===== src/logic/rtcsp_pkg.sv =====
`default_nettype none
package rtcsp_pkg;

    // ****************************************************************
    // timing
    // ****************************************************************
    localparam int SYS_CLK_HZ     = 20_000_000;
    localparam int SYS_PERIOD_NS  = 50;
    localparam int SETUP_NS       = 31_000;
    localparam int SETUP_CYC      = (SETUP_NS + SYS_PERIOD_NS - 1)
                                    / SYS_PERIOD_NS;
    localparam int GAP_NS         = 61_000;
    localparam int GAP_CYC        = (GAP_NS + SYS_PERIOD_NS - 1)
                                    / SYS_PERIOD_NS;
    localparam int CE_MAX_MS      = 1000;
    localparam int CYC_PER_MS     = SYS_CLK_HZ / 1000;
    // 300 ns half period keeps the link under the 2 MHz ceiling
    localparam int SCLK_HALF_NS   = 300;
    localparam int HALF_CYC       = (SCLK_HALF_NS + SYS_PERIOD_NS - 1)
                                    / SYS_PERIOD_NS;
    localparam int GAP_W          = 11;
    localparam int HI_W           = 25;

    // ****************************************************************
    // command byte and transfer formats
    // ****************************************************************
    localparam int       BYTE_BITS      = 8;
    localparam int       CMD_ADDR_LSB   = 4;
    localparam logic [3:0] FMT_WR_ONE   = 4'h8;
    localparam logic [3:0] FMT_WR_BURST = 4'h0;
    localparam logic [3:0] FMT_RD_ONE   = 4'hc;
    localparam logic [3:0] FMT_RD_BURST = 4'h4;

    // ****************************************************************
    // device register map seen from outside
    // ****************************************************************
    localparam logic [3:0] ADDR_TIME_LAST  = 4'h6;
    localparam logic [3:0] ADDR_ALARM_MIN  = 4'hb;
    localparam logic [3:0] ADDR_ALARM_HOUR = 4'hc;
    localparam logic [7:0] ALARM_MIN_MASK  = 8'h7f;
    localparam logic [7:0] ALARM_HOUR_MASK = 8'h3f;
    localparam int         HOUR_PM_BIT     = 5;
    localparam logic [7:0] HOUR_MIDNIGHT_12H = 8'h12;
    localparam logic [7:0] HOUR_NOON_12H     = 8'h32;

    typedef enum logic [1:0] {
        op_wr_one,
        op_wr_burst,
        op_rd_one,
        op_rd_burst
    } rtcsp_op_e;

    typedef struct packed {
        logic [3:0] addr;
        rtcsp_op_e  op;
        logic [3:0] extra;  // burst: data bytes minus one
        logic       hold;   // single access only: keep chip enable high afterwards
    } rtcsp_cmd_s;

    typedef struct packed {
        logic [3:0] addr;
        logic [7:0] data;
    } rtcsp_rd_s;

    function automatic logic [3:0] fmt_code(input rtcsp_op_e op);
        case (op)
            op_wr_one:   fmt_code = FMT_WR_ONE;
            op_wr_burst: fmt_code = FMT_WR_BURST;
            op_rd_one:   fmt_code = FMT_RD_ONE;
            default:     fmt_code = FMT_RD_BURST;
        endcase
    endfunction

    function automatic logic fmt_legal(input logic [3:0] code);
        fmt_legal = (code == FMT_WR_ONE) || (code == FMT_WR_BURST)
                 || (code == FMT_RD_ONE) || (code == FMT_RD_BURST);
    endfunction

    // plausibility of an alarm value before it is sent
    function automatic logic alarm_ok(input logic [3:0] addr,
                                      input logic [7:0] d,
                                      input logic       mode_12h);
        logic [1:0] tens;
        tens = d[5:4];
        alarm_ok = 1'b1;
        if (addr == ADDR_ALARM_MIN) begin
            alarm_ok = ((d & ~ALARM_MIN_MASK) == 8'h00)
                    && (d[3:0] <= 4'h9) && (d[6:4] <= 3'h5);
        end else if (addr == ADDR_ALARM_HOUR) begin
            if ((d & ~ALARM_HOUR_MASK) != 8'h00 || d[3:0] > 4'h9) begin
                alarm_ok = 1'b0;
            end else if (mode_12h) begin
                // midnight is 12h, noon 32h
                alarm_ok = (!d[4] && d[3:0] != 4'h0)
                        || (d[4] && d[3:0] <= 4'h2);
            end else begin
                alarm_ok = (tens < 2'h2) || (tens == 2'h2 && d[3:0] <= 4'h3);
            end
        end
    endfunction

endpackage
`default_nettype wire


===== src/logic/rtcsp_sync.sv =====
`timescale 1ns/10ps
`default_nettype none
module rtcsp_sync (
    input  wire logic i_sys_clk,  // system clock
    input  wire logic i_arst_n,   // async reset, active low
    input  wire logic i_pin,      // raw pin level
    output var  logic o_level     // filtered level
);

    logic q1;
    logic q2;
    logic q3;

    // ****************************************************************
    // three stages; a change counts once stages two and three agree
    // ****************************************************************
    always_ff @(posedge i_sys_clk or negedge i_arst_n) begin
        if (!i_arst_n) begin
            q1 <= 1'b0;
            q2 <= 1'b0;
            q3 <= 1'b0;
        end else begin
            q1 <= i_pin;
            q2 <= q1;
            q3 <= q2;
        end
    end

    always_ff @(posedge i_sys_clk or negedge i_arst_n) begin
        if (!i_arst_n) begin
            o_level <= 1'b0;
        end else if (q2 == q3) begin
            o_level <= q3;
        end
    end

endmodule
`default_nettype wire


===== src/logic/rtcsp_host.sv =====
`timescale 1ns/10ps
`default_nettype none
module rtcsp_host #(
    parameter int unsigned P_CE_MAX_CYC =
        rtcsp_pkg::CE_MAX_MS * rtcsp_pkg::CYC_PER_MS
) (
    input  wire logic               i_sys_clk,    // system clock 20 MHz
    input  wire logic               i_arst_n,     // async reset, low
    input  wire logic               i_sclk_high,  // idle clock level
    input  wire logic               i_mode_12h,   // alarm check mode
    input  wire logic               i_cmd_valid,  // command offered
    input  wire rtcsp_pkg::rtcsp_cmd_s i_cmd,     // command
    output var  logic               o_cmd_ready,  // command taken
    input  wire logic               i_wr_valid,   // write byte offered
    input  wire logic [7:0]         i_wr_data,    // write byte
    output var  logic               o_wr_ready,   // write byte taken
    output var  logic               o_rd_valid,   // read byte pulse
    output var  rtcsp_pkg::rtcsp_rd_s o_rd,       // read byte, address
    output var  logic               o_abort,      // session cut pulse
    output var  logic               o_alarm_warn, // bad alarm pulse
    output var  logic               o_ce,         // chip enable pin
    output var  logic               o_sclk,       // serial clock pin
    output var  logic               o_sio,        // data pin out
    output var  logic               o_sio_oe,     // data pin enable
    input  wire logic               i_sio         // data pin in
);

    typedef enum logic [2:0] {
        st_idle,
        st_setup,
        st_byte,
        st_data,
        st_cmd,
        st_end
    } rtcsp_state_e;

    localparam int HALF_W = 3;
    localparam logic [HALF_W-1:0] HALF_LAST =
        HALF_W'(rtcsp_pkg::HALF_CYC - 1);

    rtcsp_state_e             state;
    rtcsp_pkg::rtcsp_op_e     op;
    logic [3:0]               cur_addr;
    logic [3:0]               remaining;
    logic                     hold;
    logic                     is_cmd;
    logic                     idle_lvl;
    logic [7:0]               shreg;
    logic [HALF_W-1:0]        ph;
    logic                     half;
    logic [2:0]               bit_idx;
    logic                     rx_bit;
    logic                     sio_s;
    logic [rtcsp_pkg::GAP_W-1:0] lo_cnt;
    logic [rtcsp_pkg::HI_W-1:0]  hi_cnt;
    logic                     gap_ok;
    logic                     setup_ok;
    logic                     expired;
    logic                     op_rd;
    logic                     op_burst;
    logic [7:0]               rx_byte;

    rtcsp_sync u_sio_sync (
        .i_sys_clk (i_sys_clk),
        .i_arst_n  (i_arst_n),
        .i_pin     (i_sio),
        .o_level   (sio_s)
    );

    // ****************************************************************
    // session timers
    // ****************************************************************
    always_ff @(posedge i_sys_clk or negedge i_arst_n) begin
        if (!i_arst_n) begin
            lo_cnt <= '0;
        end else if (o_ce) begin
            lo_cnt <= '0;
        end else if (!gap_ok) begin
            lo_cnt <= lo_cnt + 1'b1;
        end
    end

    always_ff @(posedge i_sys_clk or negedge i_arst_n) begin
        if (!i_arst_n) begin
            hi_cnt <= '0;
        end else if (!o_ce) begin
            hi_cnt <= '0;
        end else begin
            hi_cnt <= hi_cnt + 1'b1;
        end
    end

    // counting from reset too, so the first session also sees the gap
    assign gap_ok   = lo_cnt >= rtcsp_pkg::GAP_W'(rtcsp_pkg::GAP_CYC);
    assign setup_ok = hi_cnt >= rtcsp_pkg::HI_W'(rtcsp_pkg::SETUP_CYC);
    // cut the session a cycle before the limit; a partial byte is lost
    assign expired  = hi_cnt >= rtcsp_pkg::HI_W'(P_CE_MAX_CYC - 1);
    assign op_rd    = (op == rtcsp_pkg::op_rd_one)
                   || (op == rtcsp_pkg::op_rd_burst);
    assign op_burst = (op == rtcsp_pkg::op_wr_burst)
                   || (op == rtcsp_pkg::op_rd_burst);
    assign rx_byte  = {shreg[6:0], rx_bit};

    // ****************************************************************
    // session sequencer and shifter
    // ****************************************************************
    always_ff @(posedge i_sys_clk or negedge i_arst_n) begin
        if (!i_arst_n) begin
            state        <= st_idle;
            op           <= rtcsp_pkg::op_wr_one;
            cur_addr     <= 4'h0;
            remaining    <= 4'h0;
            hold         <= 1'b0;
            is_cmd       <= 1'b0;
            idle_lvl     <= 1'b0;
            shreg        <= 8'h00;
            ph           <= '0;
            half         <= 1'b0;
            bit_idx      <= 3'h0;
            rx_bit       <= 1'b0;
            o_cmd_ready  <= 1'b0;
            o_wr_ready   <= 1'b0;
            o_rd_valid   <= 1'b0;
            o_rd         <= '0;
            o_abort      <= 1'b0;
            o_alarm_warn <= 1'b0;
            o_ce         <= 1'b0;
            o_sclk       <= 1'b0;
            o_sio        <= 1'b0;
            o_sio_oe     <= 1'b0;
        end else begin
            o_rd_valid   <= 1'b0;
            o_abort      <= 1'b0;
            o_alarm_warn <= 1'b0;
            if (o_ce && expired && state != st_end) begin
                // enable drops on this edge so it never outlives the limit
                state       <= st_idle;
                o_ce        <= 1'b0;
                o_abort     <= 1'b1;
                o_cmd_ready <= 1'b0;
                o_wr_ready  <= 1'b0;
                o_sclk      <= idle_lvl;
                o_sio_oe    <= 1'b0;
            end else begin
                case (state)
                    st_idle: begin
                        if (o_cmd_ready && i_cmd_valid) begin
                            // edge mode is the clock level at enable rise;
                            // the clock pin is frozen on this edge
                            idle_lvl    <= o_sclk;
                            o_ce        <= 1'b1;
                            o_cmd_ready <= 1'b0;
                            op          <= i_cmd.op;
                            cur_addr    <= i_cmd.addr;
                            remaining   <= i_cmd.extra;
                            hold        <= i_cmd.hold;
                            state       <= st_setup;
                        end else begin
                            o_sclk      <= i_sclk_high;
                            o_cmd_ready <= gap_ok;
                        end
                    end
                    st_cmd: begin
                        if (i_cmd_valid) begin
                            o_cmd_ready <= 1'b0;
                            op          <= i_cmd.op;
                            cur_addr    <= i_cmd.addr;
                            remaining   <= i_cmd.extra;
                            hold        <= i_cmd.hold;
                            state       <= st_setup;
                        end
                    end
                    st_setup: begin
                        // single access above the time block needs no wait
                        if (setup_ok || (!op_burst
                            && cur_addr > rtcsp_pkg::ADDR_TIME_LAST)) begin
                            shreg    <= {cur_addr, rtcsp_pkg::fmt_code(op)};
                            o_sio    <= cur_addr[3];
                            o_sio_oe <= 1'b1;
                            is_cmd   <= 1'b1;
                            o_sclk   <= ~idle_lvl;
                            ph       <= '0;
                            half     <= 1'b0;
                            bit_idx  <= 3'h0;
                            state    <= st_byte;
                        end
                    end
                    st_data: begin
                        if (i_wr_valid) begin
                            if (!rtcsp_pkg::alarm_ok(cur_addr, i_wr_data,
                                                     i_mode_12h)) begin
                                o_alarm_warn <= 1'b1;
                            end
                            o_wr_ready <= 1'b0;
                            shreg      <= i_wr_data;
                            o_sio      <= i_wr_data[7];
                            o_sio_oe   <= 1'b1;
                            o_sclk     <= ~idle_lvl;
                            ph         <= '0;
                            half       <= 1'b0;
                            bit_idx    <= 3'h0;
                            state      <= st_byte;
                        end
                    end
                    st_byte: begin
                        if (ph != HALF_LAST) begin
                            ph <= ph + 1'b1;
                        end else if (!half) begin
                            // read bit: device drove it at the lead edge
                            ph     <= '0;
                            half   <= 1'b1;
                            rx_bit <= sio_s;
                            o_sclk <= idle_lvl;
                        end else if (bit_idx != 3'h7) begin
                            ph      <= '0;
                            half    <= 1'b0;
                            bit_idx <= bit_idx + 1'b1;
                            shreg   <= rx_byte;
                            o_sio   <= shreg[6];
                            o_sclk  <= ~idle_lvl;
                        end else begin
                            ph      <= '0;
                            half    <= 1'b0;
                            bit_idx <= 3'h0;
                            shreg   <= rx_byte;
                            if (is_cmd) begin
                                is_cmd <= 1'b0;
                                if (op_rd) begin
                                    // release the line on the same edge that starts the device driving
                                    o_sio_oe <= 1'b0;
                                    o_sclk   <= ~idle_lvl;
                                end else begin
                                    o_wr_ready <= 1'b1;
                                    state      <= st_data;
                                end
                            end else begin
                                if (op_rd) begin
                                    o_rd_valid <= 1'b1;
                                    o_rd       <= {cur_addr, rx_byte};
                                end
                                cur_addr <= cur_addr + 1'b1;
                                if (op_burst && remaining != 4'h0) begin
                                    remaining <= remaining - 1'b1;
                                    if (op_rd) begin
                                        o_sclk <= ~idle_lvl;
                                    end else begin
                                        o_wr_ready <= 1'b1;
                                        state      <= st_data;
                                    end
                                end else if (op_burst || !hold) begin
                                    state    <= st_end;
                                    o_sio_oe <= 1'b0;
                                end else begin
                                    o_sio_oe    <= 1'b0;
                                    o_cmd_ready <= 1'b1;
                                    state       <= st_cmd;
                                end
                            end
                        end
                    end
                    st_end: begin
                        o_ce     <= 1'b0;
                        o_sio_oe <= 1'b0;
                        o_sclk   <= idle_lvl;
                        state    <= st_idle;
                    end
                    default: begin
                        state <= st_idle;
                    end
                endcase
            end
        end
    end

    logic       sclk_q;
    logic [3:0] edge_cnt;

    always_ff @(posedge i_sys_clk or negedge i_arst_n) begin
        if (!i_arst_n) begin
            sclk_q   <= 1'b0;
            edge_cnt <= 4'h0;
        end else begin
            sclk_q <= o_sclk;
            if (!o_ce) begin
                edge_cnt <= 4'h0;
            end else if (o_sclk != sclk_q) begin
                edge_cnt <= edge_cnt + 1'b1;
            end
        end
    end
endmodule
`default_nettype wire


===== config.mk =====
export PLATFORM = sky130hd
export DESIGN_NAME = rtcsp_host
export DESIGN_NICKNAME = d
export VERILOG_FILES = /design/src/logic/rtcsp_pkg.sv /design/src/logic/rtcsp_sync.sv /design/src/logic/rtcsp_host.sv
export SDC_FILE = /design/constraint.sdc
export NUM_CORES = 1
export LEC_CHECK = 0
export ABC_CLOCK_PERIOD_IN_PS = 3590
export BUFFER_PORTS_ARGS = -buffer_cell sky130_fd_sc_hd__buf_2
export CORE_MARGIN = 2
export CORE_UTILIZATION = 50
export CTS_CLUSTER_DIAMETER = 80
export DETAILED_ROUTE_END_ITERATION = 10
export PLACE_DENSITY = 0.69
export SLEW_MARGIN = 20
export SYNTH_ARGS = -nofsm -noshare
export SYNTH_HDL_FRONTEND = slang
export SYNTH_SLANG_ARGS = --single-unit
export TNS_END_PERCENT = 30

===== constraint.sdc =====
create_clock -name i_sys_clk -period 3.59 [get_ports i_sys_clk]
set_input_delay 0.359 -clock i_sys_clk [delete_from_list [all_inputs] [get_ports i_sys_clk]]
set_output_delay 0.359 -clock i_sys_clk [all_outputs]
set_load 0.01 [all_outputs]

; Yosys cells after proc, flatten, opt, wreduce, memory -nomap -nowiden
; Index checks and enable logic that the tools add are counted.
; W data, S select, Z words.
[word_totals]
register_bits = 92
in_bits = 26
out_inout_bits = 21
elab_cells = 271
[classes]
addsub = 6
n_lt_le_gt_ge = 10
n_eq_ne = 41
mux = 127
bitwise = 6
reduce_logical = 52
[op_table]
columns = cell, n
row1 = $mux W1, 71
row2 = $mux W4, 13
row3 = $mux W3, 17
row4 = $ne A3 B3 Y1 const B, 14
row5 = $pmux W4 S3, 3
row6 = $mux W7, 4
row7 = $add A25 B1 Y25 const B, 1
row8 = $ge A25 B10 Y1 const B, 1
row9 = $ge A25 B25 Y1 const B, 1
row10 = $mux W25, 1
row11 = $reduce_and A6 Y1, 4
row12 = $reduce_and A8 Y1, 3
row13 = $mux W11, 2
row14 = $ne A2 B2 Y1 const B, 11
row15 = $pmux W7 S3, 1
row16 = $reduce_and A7 Y1, 3
row17 = $pmux W3 S3, 2
row18 = $pmux W3 S5, 1
row19 = $ne A4 B4 Y1 const B, 3
row20 = $reduce_and A4 Y1, 3
row21 = $reduce_bool A3 Y1, 4
row22 = $reduce_bool A4 Y1, 3
row23 = $add A11 B1 Y11 const B, 1
row24 = $ge A11 B11 Y1 const B, 1
row25 = 38 further kinds, 74

; Longest topological paths before layout
; Gate-level depths: netlist (run 1).
[depth]
ltp_word = 14
mapped_depth = 9
ltp_nobuf = 8

; Hierarchy
; From an unflattened synthesis (run 1), not the netlist that was laid out.
[hier_totals]
cells_unflattened = 504
area_unflattened_um2 = 5011.1
[by_module_without_submodules]
columns = module, n_inst, cells_per_inst, area_each_um2, seq_area_each_um2
row1 = rtcsp_host, 1, 499, 4899.7, 2202.1
row2 = rtcsp_sync, 1, 5, 111.4, 100.1

; Worst setup path before layout (run 1)
; No wires, ideal clock.
[synth_timing]
path_kind = register to register
from = register hi_cnt[23] (netlist name)
to = register o_rd[10] (netlist name)
arrival_time_ps = 2282
required_ps = 3465
slack_ps = 1183
path_stages_with_launch = 9
n_path_buf = 2
path_cell_list = dfrtp_1 or2_0 or4_1 a311oi_2 or2_1 buf_4 a21oi_2 buf_6 mux2_4
[synth_between]
elab_chain_len = 5
[synth_lines]
columns = element, line
row1 = from (decl), rtcsp_host.sv:55  ; logic [rtcsp_pkg::HI_W-1:0] hi_cnt;
row2 = from (signal assigned), rtcsp_host.sv:89  ; hi_cnt <= hi_cnt + 1'b1;
row3 = $ge A25 B25 Y1, rtcsp_host.sv:97  ; assign expired = hi_cnt >= rtcsp_pkg::HI_W'(P_CE_MAX_CYC - 1);
row4 = $logic_and A1 B1 Y1 (2 in series), rtcsp_host.sv:135  ; if (o_ce && expired && state != st_end) begin
row5 = $not A1 Y1 (no line), n/a
row6 = $reduce_and A7 Y1 (no line), n/a
row7 = to (signal assigned), rtcsp_host.sv:239  ; o_rd <= {cur_addr, rx_byte};
row8 = to (decl), rtcsp_host.sv:18  ; output var rtcsp_pkg::rtcsp_rd_s o_rd,
; No other way between the ends.
; A chain may end at the register's enable or synchronous reset.

; Worst setup path after layout (run 1)
[layout_timing]
from = register hi_cnt[14] (netlist name)
to = register o_rd[0] (netlist name)
; Same word-level chain as after synthesis.

==> results of run 1 <==
-- per-stage QoR --
stage / setup slack [ns] / total power [uW] / util [%] / instance area, um^2
after floorplan: 1.18 / 2270 / - / 4970
after global placement: 0.758 / 2580 / 55.0 / 5350
after detailed placement: 0.737 / 2620 / 55.0 / 5350
after CTS: 0.694 / 3560 / 57.8 / 5620
after global routing: 0.516 / 3780 / 57.8 / 5620
final: 0.705 / 3540 / 57.8 / 5620
-- path summary, 6_finish.rpt --
check / end / cells past startpoint / start
min reg2reg: u_sio_sync.q2 / 0 / u_sio_sync.q1
max reg2reg: o_rd[0] / 6 / hi_cnt[14]
max in group asynchronous: lo_cnt[6] / 2 / i_arst_n
min: u_sio_sync.q1 / 1 / i_sio
max: o_rd[0] / 6 / hi_cnt[14]
min in group asynchronous: cur_addr[3] / 1 / i_arst_n
-- Yosys cell counts, types with 4 or more instances --
library cell / count
dfrtp_1: 92
nand2_1: 47
nor2_1: 40
nand3_1: 25
a21oi_1: 22
and2_1: 21
inv_1: 20
nor3_1: 20
xnor2_1: 20
clkbuf_1: 18
mux2_2: 18
o21ai_0: 18
ha_1: 10
nand4_1: 10
xor2_1: 10
mux2_4: 9
a31oi_1: 8
nor2b_1: 8
mux2i_1: 7
a211oi_1: 6
or3_1: 6
and3_1: 5
a22o_1: 4
nand2b_1: 4
-- sequential cells by signal, indices dropped and copies added (netlist names), 3 cells and up --
register,flops
hi_cnt,25
o_rd,12
lo_cnt,11
shreg,7
cur_addr,4
remaining,4
bit_idx,3
ph,3
state,3
-- layer usage --
| metal | part of all wire [%] | wire length (um) | up-vias | global-route usage (%) |
|---|---|---|---|---|
| li1 | - | - | 1896 | - |
| met1 | 45 | 5090 | 1927 | 28.8 |
| met2 | 48 | 5430 | 108 | 35.6 |
| met3 | 4.1 | 466 | 22 | 3.40 |
| met4 | 2.7 | 305 | 0 | 11.3 |
| met5 | 0 | 0 | - | 0 |
-- kinds of logic (layout without fill, tap and decap cells) --
logic type	count (synthesis)	after routing
AO/OA/AOI/OAI	91	91
XOR/XNOR	30	30
adder cells (fa/ha/maj)	11	11
buffers and inverters	40	92
flip-flops	92	92
multiplexers	34	34
AND/OR/NAND/NOR	211	211
-- final cells by class --
cell class | count | area (um^2) | share of cell area (%)
Timing Repair Buffer | 56 | 308 | 5.47
Multi-Input combinational cell | 377 | 2500 | 44.5
Inverter | 20 | 75.1 | 1.33
Clock buffer | 9 | 124 | 2.20
Tap cell | 133 | 166 | 2.96
Sequential cell | 92 | 2300 | 40.9
Clock inverter | 7 | 146 | 2.60
-- power groups by stage --
| stage | clock, uW | sequential, uW | combinational [uW] |
|---|---|---|---|
| final | 927 | 1490 | 1120 |
| after CTS | 943 | 1490 | 1120 |
| after floorplan | 0 | 1410 | 861 |
| after detailed placement | 0 | 1510 | 1110 |
| after global placement | 0 | 1500 | 1080 |
| after global routing | 989 | 1530 | 1260 |
==> qor.yml, run 1 <==
grt:
  grt_usage_pct: 22.0
  grt_max_degree: 76
  grt_pass1_vias: 4039
  gr-total-overflow: 0
  antenna_found_initial: 0
  grt_first_pass_wirelength_mm: 19.2
detailed_routing:
  vias_per_cell: 5.70
  routed_wl_mm: 11.3
  vias: 3953
  ant_nets: 0
  drc_errors: 0
  wl_per_cell_um: 16.3
  first_iter_violations: 200
  drt_pass1_iterations: 5
power_and_ir_drop:
  switching_share_pct: 35.0
  p_int_uw: 2300
  switching_power_uw: 1240
  pwr-share-clk_pct: 26.2
  power_frac_seq_pct: 42.2
  vdd_drop_max_uv: 302
  p_leak_uw: 0.00252
  p_comb_share_pct: 31.6
  powerDensity_nw_per_um2: 629
place:
  port_buffers: 46
  placed_cells: 678
  gp_congestion: 0.894
  post-dp-hpwl_mm: 7.89
die:
  dieArea_um2: 10700
  initial_core_util_pct: 51.0
  ioPinCount: 47
  die_x_um: 104
  rows: 36
  chipHeight_um: 104
  core_um2: 9730
worst_hold_path:
  hold_path_class: "in2reg"
worst_setup_path:
  cpMaxStageDelayCell: "a21oi_2"
  crit_path_start_kind: "flip-flop"
  path_delay_family: "compound AO/OA/AOI/OAI gates"
  crit_type: "reg2reg"
  crit_fanout: 13
  cp_num_buf_inv: 0
  cpPeakStageDelay_ns: 0.76
  critPathRequiredTime_ns: 3.86
  crit_arrival_ns: 3.15
  crit_path_end_kind: "flip-flop"
  crit_chain: "nor3_1 -> a211oi_1 -> o311a_1 -> or2_1 -> a21oi_2 -> mux2_2"
  r2r_slack_ns: 0.71
timing:
  rsz0062_at_grt: "false"
  timing.hold.ws_ns: 0.104
  setup_violations: 0
  hold_viol_final: 0
  slew_violations: 0
  fin_tns_setup_ns: 0
  tightest_slew_ns: 0.948
  fin_crit_ns: 2.88
  finClkSkew_ns: 0.0153
  period_share_pct: 80.4
  fmax_ghz: 0.347
  slew_headroom_pct: 36.3
logic_synthesis:
  synthSimpleGateAreaFrac_pct: 21.8
  synth_cell_type_count: 63
  synth_top_area_share_pct: 46.4
  async_flop_share_pct: 100
  yosys_most_used_dff: "dfrtp_1"
  yosysTopAreaCell: "dfrtp_1"
  synth_top_family_by_area: "simple AND/OR/NAND/NOR gates"
  muxShareOfSynthArea_pct: 8.21
  yosysWarnings: 0
  synthAdderAreaFrac_pct: 2.72
  synth-xor-area-share_pct: 5.29
  synthesis.area_um2: 4970
  seq_area_frac_synth_pct: 46.4
  synth_area_leaders: "dfrtp_1, mux2_2, nand2_1"
  avgSynthCellArea_um2: 9.76
  synth_edf_count: 0
  synth_nets: 545
  synth_compound_area_share_pct: 12.3
  syn_inst: 509
  ys_ff_latch: 92
clocking:
  cts_buffers: 9
  cts_resized: 0
  cts_hold_buf: 0
  clk_pin_slew_ns: 0.10
  cts_setup_buffers: 0
  clkSinkCount: 92
  cts_tree: "done"
  clk_path_buf_depth: 2
  root_buffer: "clkbuf_8"
  insertion_delay_ns: 0.37
  cts_max_level: 3
final_layout:
  syn_to_final_growth_pct: 13.3
  nets: 592
  n_antenna_cell: 0
  mostFrequentLayoutCell: "dfrtp_1"
  fin_cells: 694
  drive_gt1_share_pct: 19.1
  final_cell_mix: "dfrtp_1, nand2_1, buf_2"
  n_fill_cell: 880
run_status:
  status: "complete, no violations"
run:
  maxCapViolations: 0
Note: power is estimated with default switching activity, not from simulation.
==> run 2: changes to the inputs <==
--- a/config.mk
+++ b/config.mk
@@ -5,7 +5,7 @@
 export SDC_FILE = /design/constraint.sdc
 export NUM_CORES = 1
 export LEC_CHECK = 0
-export ABC_CLOCK_PERIOD_IN_PS = 3590
+export ABC_CLOCK_PERIOD_IN_PS = 2700
 export BUFFER_PORTS_ARGS = -buffer_cell sky130_fd_sc_hd__buf_2
 export CORE_MARGIN = 2
 export CORE_UTILIZATION = 50
==> constraint.sdc (replaced) <==
create_clock -name i_sys_clk -period 2.7 [get_ports i_sys_clk]
set_input_delay 0.27 -clock i_sys_clk [delete_from_list [all_inputs] [get_ports i_sys_clk]]
set_output_delay 0.27 -clock i_sys_clk [all_outputs]
set_load 0.01 [all_outputs]
==> run 2 against run 1 <==
Sequential share of layout area fell by 1.3 points. Final cell count rose by 2.7%. Global-route usage rose by 0.35 points. Clock power rose by 32%. Die area did not move.
==> qor.yml, run 2 (same netlist as run 1, synthesis figures left out) <==
run_status:
  status: "complete, no violations"
timing:
  finClkSkew_ns: 0.00767
  fmax_ghz: 0.390
  hold_viol_final: 0
  period_share_pct: 95.0
  slew_headroom_pct: 60.0
  setup_violations: 0
  fin_crit_ns: 2.57
  slew_violations: 0
  tightest_slew_ns: 0.601
  timing.hold.ws_ns: 0.133
  rsz0062_at_grt: "false"
detailed_routing:
  vias: 3964
  vias_per_cell: 5.56
  drc_errors: 0
  first_iter_violations: 150
  routed_wl_mm: 11.3
  wl_per_cell_um: 15.8
  ant_nets: 0
  drt_pass1_iterations: 4
place:
  post-dp-hpwl_mm: 8.15
  gp_congestion: 0.949
  port_buffers: 46
  placed_cells: 695
final_layout:
  largest_reg_flops: 25
  syn_to_final_growth_pct: 17.1
  n_antenna_cell: 0
  fin_cells: 713
  drive_gt1_share_pct: 22.1
  post-route-util_pct: 59.8
  reg_top3: "hi_cnt (25), o_rd (12), lo_cnt (11)"
  nets: 611
  final_cell_mix: "dfrtp_1, nand2_1, buf_2"
  mostFrequentLayoutCell: "dfrtp_1"
  regMostFlops: "hi_cnt"
worst_setup_path:
  r2r_cells: 7
  r2r_slack_ns: 0.13
  crit_path_end_kind: "flip-flop"
  crit_type: "reg2reg"
  crit_arrival_ns: 2.81
  critPathRequiredTime_ns: 2.94
  crit_path_start_kind: "flip-flop"
  crit_fanout: 8
worst_hold_path:
  hold_path_class: "in2reg"
  whs_path_depth: 2
power_and_ir_drop:
  vdd_drop_max_uv: 337
  powerDensity_nw_per_um2: 815
  p_leak_uw: 0.00262
run:
  maxCapViolations: 0
die:
  die_x_um: 104
  initial_core_util_pct: 51.0
  core_um2: 9730
  chipHeight_um: 104
  ioPinCount: 47
  dieArea_um2: 10700
  rows: 36
grt:
  antenna_found_initial: 0
  grt_first_pass_wirelength_mm: 19.6
  grt_max_degree: 48
  grt_pass1_vias: 4052
  grt_usage_pct: 22.3
  gr-total-overflow: 0
clocking:
  cts_tree: "done"
  clk_path_buf_depth: 2
  clk_pin_slew_ns: 0.09
  root_buffer: "clkbuf_8"
  cts_setup_buffers: 0
  cts_buffers: 9
  insertion_delay_ns: 0.36
  clkSinkCount: 92
  cts_max_level: 3
## run 2: cell type report
cell class | count | area, um^2
Fill cell | 853 | 3920
Multi-Input combinational cell | 377 | 2530
Sequential cell | 92 | 2300
Timing Repair Buffer | 75 | 468
Tap cell | 133 | 166
Clock buffer | 10 | 138
Clock inverter | 6 | 134
Inverter | 20 | 75.1
## run 2: worst paths after layout
check,startpoint,to
min,i_cmd[5],op[0]
max,hi_cnt[23],op[1]
min reg2reg,u_sio_sync.q1,u_sio_sync.q2
min in group asynchronous,i_arst_n,cur_addr[1]
max reg2reg,hi_cnt[23],op[1]
max in group asynchronous,i_arst_n,lo_cnt[10]
## run 2: metal layers
layer	share of wire, %	routed length [um]	GRT usage (%)
met1	46	5190	29.6
met2	49	5510	37.1
met3	3.1	350	3.46
met4	1.8	200	8.49
met5	0	0	0
## run 2: report_power, final
group          internal (uW)  switching, uW  total (uW)  leakage [uW]
Sequential              1650            290        1940       0.00120
Combinational            743            845        1590       0.00129
Clock                    735            480        1220      0.000137
## run 2: per-stage QoR
stage	setup TNS, ns	worst slack, ns	power (uW)	cell area [um^2]
detailed placement	-0.0169	-0.0120	3550	5490
global placement	0	0.0414	3490	5490
CTS	-0.0650	-0.0266	4770	5790
global route	0	0.0383	5090	5810
finish	0	0.134	4740	5810
floorplan	0	0.293	3020	4970
## run 2: repair_timing
action	in CTS	in global routing
gates resized for setup	0	6
endpoints found under the hold margin	46	0
hold buffers	2	0
endpoints found under the setup margin	3	31
pin swaps	0	1
## run 2: worst max-delay path, cell delays in order (launching register included)
cell and delay [ns]:
dfrtp_1 0.42, or2_0 0.27, or4_1 0.59, a311oi_4 0.31, or2_4 0.20, buf_4 0.16, or3_4 0.16, mux2_2 0.34
==> run 3: changes to the inputs <==
--- a/config.mk
+++ b/config.mk
@@ -6,12 +6,13 @@
 export NUM_CORES = 1
 export LEC_CHECK = 0
 export ABC_CLOCK_PERIOD_IN_PS = 2700
-export BUFFER_PORTS_ARGS = -buffer_cell sky130_fd_sc_hd__buf_2
+export BUFFER_PORTS_ARGS = -buffer_cell sky130_fd_sc_hd__buf_4
 export CORE_MARGIN = 2
 export CORE_UTILIZATION = 50
 export CTS_CLUSTER_DIAMETER = 80
 export DETAILED_ROUTE_END_ITERATION = 10
 export PLACE_DENSITY = 0.69
+export SETUP_SLACK_MARGIN = 0.4
 export SLEW_MARGIN = 20
 export SYNTH_ARGS = -nofsm -noshare
 export SYNTH_HDL_FRONTEND = slang
==> run 3 against run 2 <==
Worst hold slack got worse by 0.0062 ns. Final cell count is 1.8% higher. Die area did not move. Sequential power about the same. Via count is 3.8% higher. Critical path depth up 1. Non-clock buffer count grew 12. Register-to-register slack better by 0.21 ns. Total power up 3.6%. Clock skew increased by 0.0032 ns. First-iteration DRC count up 65%. Cell area up 5.5%. Critical endpoint is now o_rd[5]. Highest routed layer unchanged.
==> qor.yml, run 3 (same netlist as run 1, synthesis figures left out) <==
final_layout:
  final_cell_mix: "dfrtp_1, buf_4, nand2_1"
  syn_to_final_growth_pct: 23.5
  fin_cells: 726
  reg_top3: "hi_cnt (25), o_rd (12), lo_cnt (11)"
  n_antenna_cell: 0
  largest_reg_flops: 25
  mostFrequentLayoutCell: "dfrtp_1"
  nets: 624
  final_area_um2: 6130
  regMostFlops: "hi_cnt"
  drive_gt1_share_pct: 26.1
place:
  placed_area_um2: 5590
  placed_cells: 691
  port_buffers: 46
  post-dp-hpwl_mm: 8.17
  gp_congestion: 0.921
detailed_routing:
  wl_per_cell_um: 16.4
  first_iter_violations: 247
  drt_pass1_iterations: 5
  routed_wl_mm: 11.9
  drc_errors: 0
  vias: 4115
  vias_per_cell: 5.67
  ant_nets: 0
clocking:
  insertion_delay_ns: 0.38
  clk_path_buf_depth: 2
  clk_pin_slew_ns: 0.09
  cts_tree: "done"
  cts_max_level: 3
  clkSinkCount: 92
  root_buffer: "clkbuf_8"
  cts_buffers: 9
worst_setup_path:
  crit_arrival_ns: 2.62
  crit_chain: "ha_2 -> nand4_1 -> or3_4 -> a311oi_4 -> or2_4 -> a21oi_4 -> buf_12 -> mux2_4"
  path_delay_family: "simple AND/OR/NAND/NOR gates"
  critPathRequiredTime_ns: 2.97
  crit_path_end_kind: "flip-flop"
  cpPeakStageDelay_ns: 0.42
  crit_path_start_kind: "flip-flop"
  cp_num_buf_inv: 1
  crit_fanout: 13
  crit_type: "reg2reg"
  cpMaxStageDelayCell: "dfrtp_1"
die:
  die_x_um: 104
  ioPinCount: 47
  core_um2: 9730
  dieArea_um2: 10700
  initial_core_util_pct: 51.0
  chipHeight_um: 104
  rows: 36
timing:
  setup_violations: 0
  slew_violations: 0
  tightest_slew_ns: 0.459
  finClkSkew_ns: 0.0109
  period_share_pct: 87.1
  rsz0062_at_grt: "true"
  fin_crit_ns: 2.35
  fin_tns_setup_ns: 0
  fmax_ghz: 0.425
  hold_viol_final: 0
  slew_headroom_pct: 69.3
grt:
  gr-total-overflow: 0
  antenna_found_initial: 0
  grt_first_pass_wirelength_mm: 20.0
  grt_max_degree: 59
  grt_usage_pct: 23.2
  grt_pass1_vias: 3997
power_and_ir_drop:
  powerDensity_nw_per_um2: 801
  p_leak_uw: 0.00272
  vdd_drop_max_uv: 485
run:
  maxCapViolations: 0
worst_hold_path:
  hold_path_class: "in2reg"
run_status:
  status: "complete, no violations"
## run 3: final timing paths
check / start / endpoint / slack [ns] / cells after the start
max in group asynchronous: i_arst_n / u_sio_sync.q3 / 1.67 / 3
worst max register to register: hi_cnt[0] / o_rd[5] / 0.35 / 8
worst max-delay path: hi_cnt[0] / o_rd[5] / 0.35 / 8
min in group asynchronous: i_arst_n / hi_cnt[9] / 0.38 / 2
worst min register to register: u_sio_sync.q1 / u_sio_sync.q2 / 0.36 / 0
worst min-delay path: i_cmd[5] / op[0] / 0.13 / 2
## run 3: area by class of cell
cell class / count / area, um^2
timing repair buffer: 87 / 696
clock buffer: 12 / 155
inverter: 20 / 75.1
tap: 133 / 166
fill: 827 / 3600
clock inverter: 4 / 95.1
sequential: 92 / 2300
multi-input combinational: 378 / 2640
## run 3: power breakdown
part / leakage (uW) / switching (uW) / internal (uW) / total, uW
clock: 0.000127 / 487 / 665 / 1150
combinational: 0.00140 / 976 / 862 / 1840
sequential: 0.00120 / 274 / 1650 / 1920
## run 3: metrics by stage
stage	util (%)	power, uW	hold slack [ns]	setup WS [ns]
after floorplan	-	3030	-0.0256	0.400
after global placement	57.5	3520	0.252	0.287
after detailed placement	57.5	3590	0.258	0.230
after CTS	61.6	4840	0.107	0.399
after global routing	63.0	5240	0.117	0.259
final	63.0	4910	0.127	0.349
## run 3: worst register-to-register path: stages (launching register included)
cell	delay, ns
dfrtp_1	0.42
ha_2	0.23
nand4_1	0.11
or3_4	0.37
a311oi_4	0.35
or2_4	0.24
a21oi_4	0.07
buf_12	0.16
mux2_4	0.30
## run 3: routing by layer
metal	global-route usage, %	share of wire (%)	routed length, um
met1	32.4	46	5480
met2	34.5	47	5550
met3	5.98	5.0	594
met4	9.56	2.4	281
met5	0	0	0
## run 3: what timing repair did
item	CTS	global route
hold endpoints to repair	35	0
gates cloned	0	2
resized for setup	11	21
buffers inserted	11	4
hold buffers	2	0
endpoints found under the setup margin	39	49
pin swaps	3	9
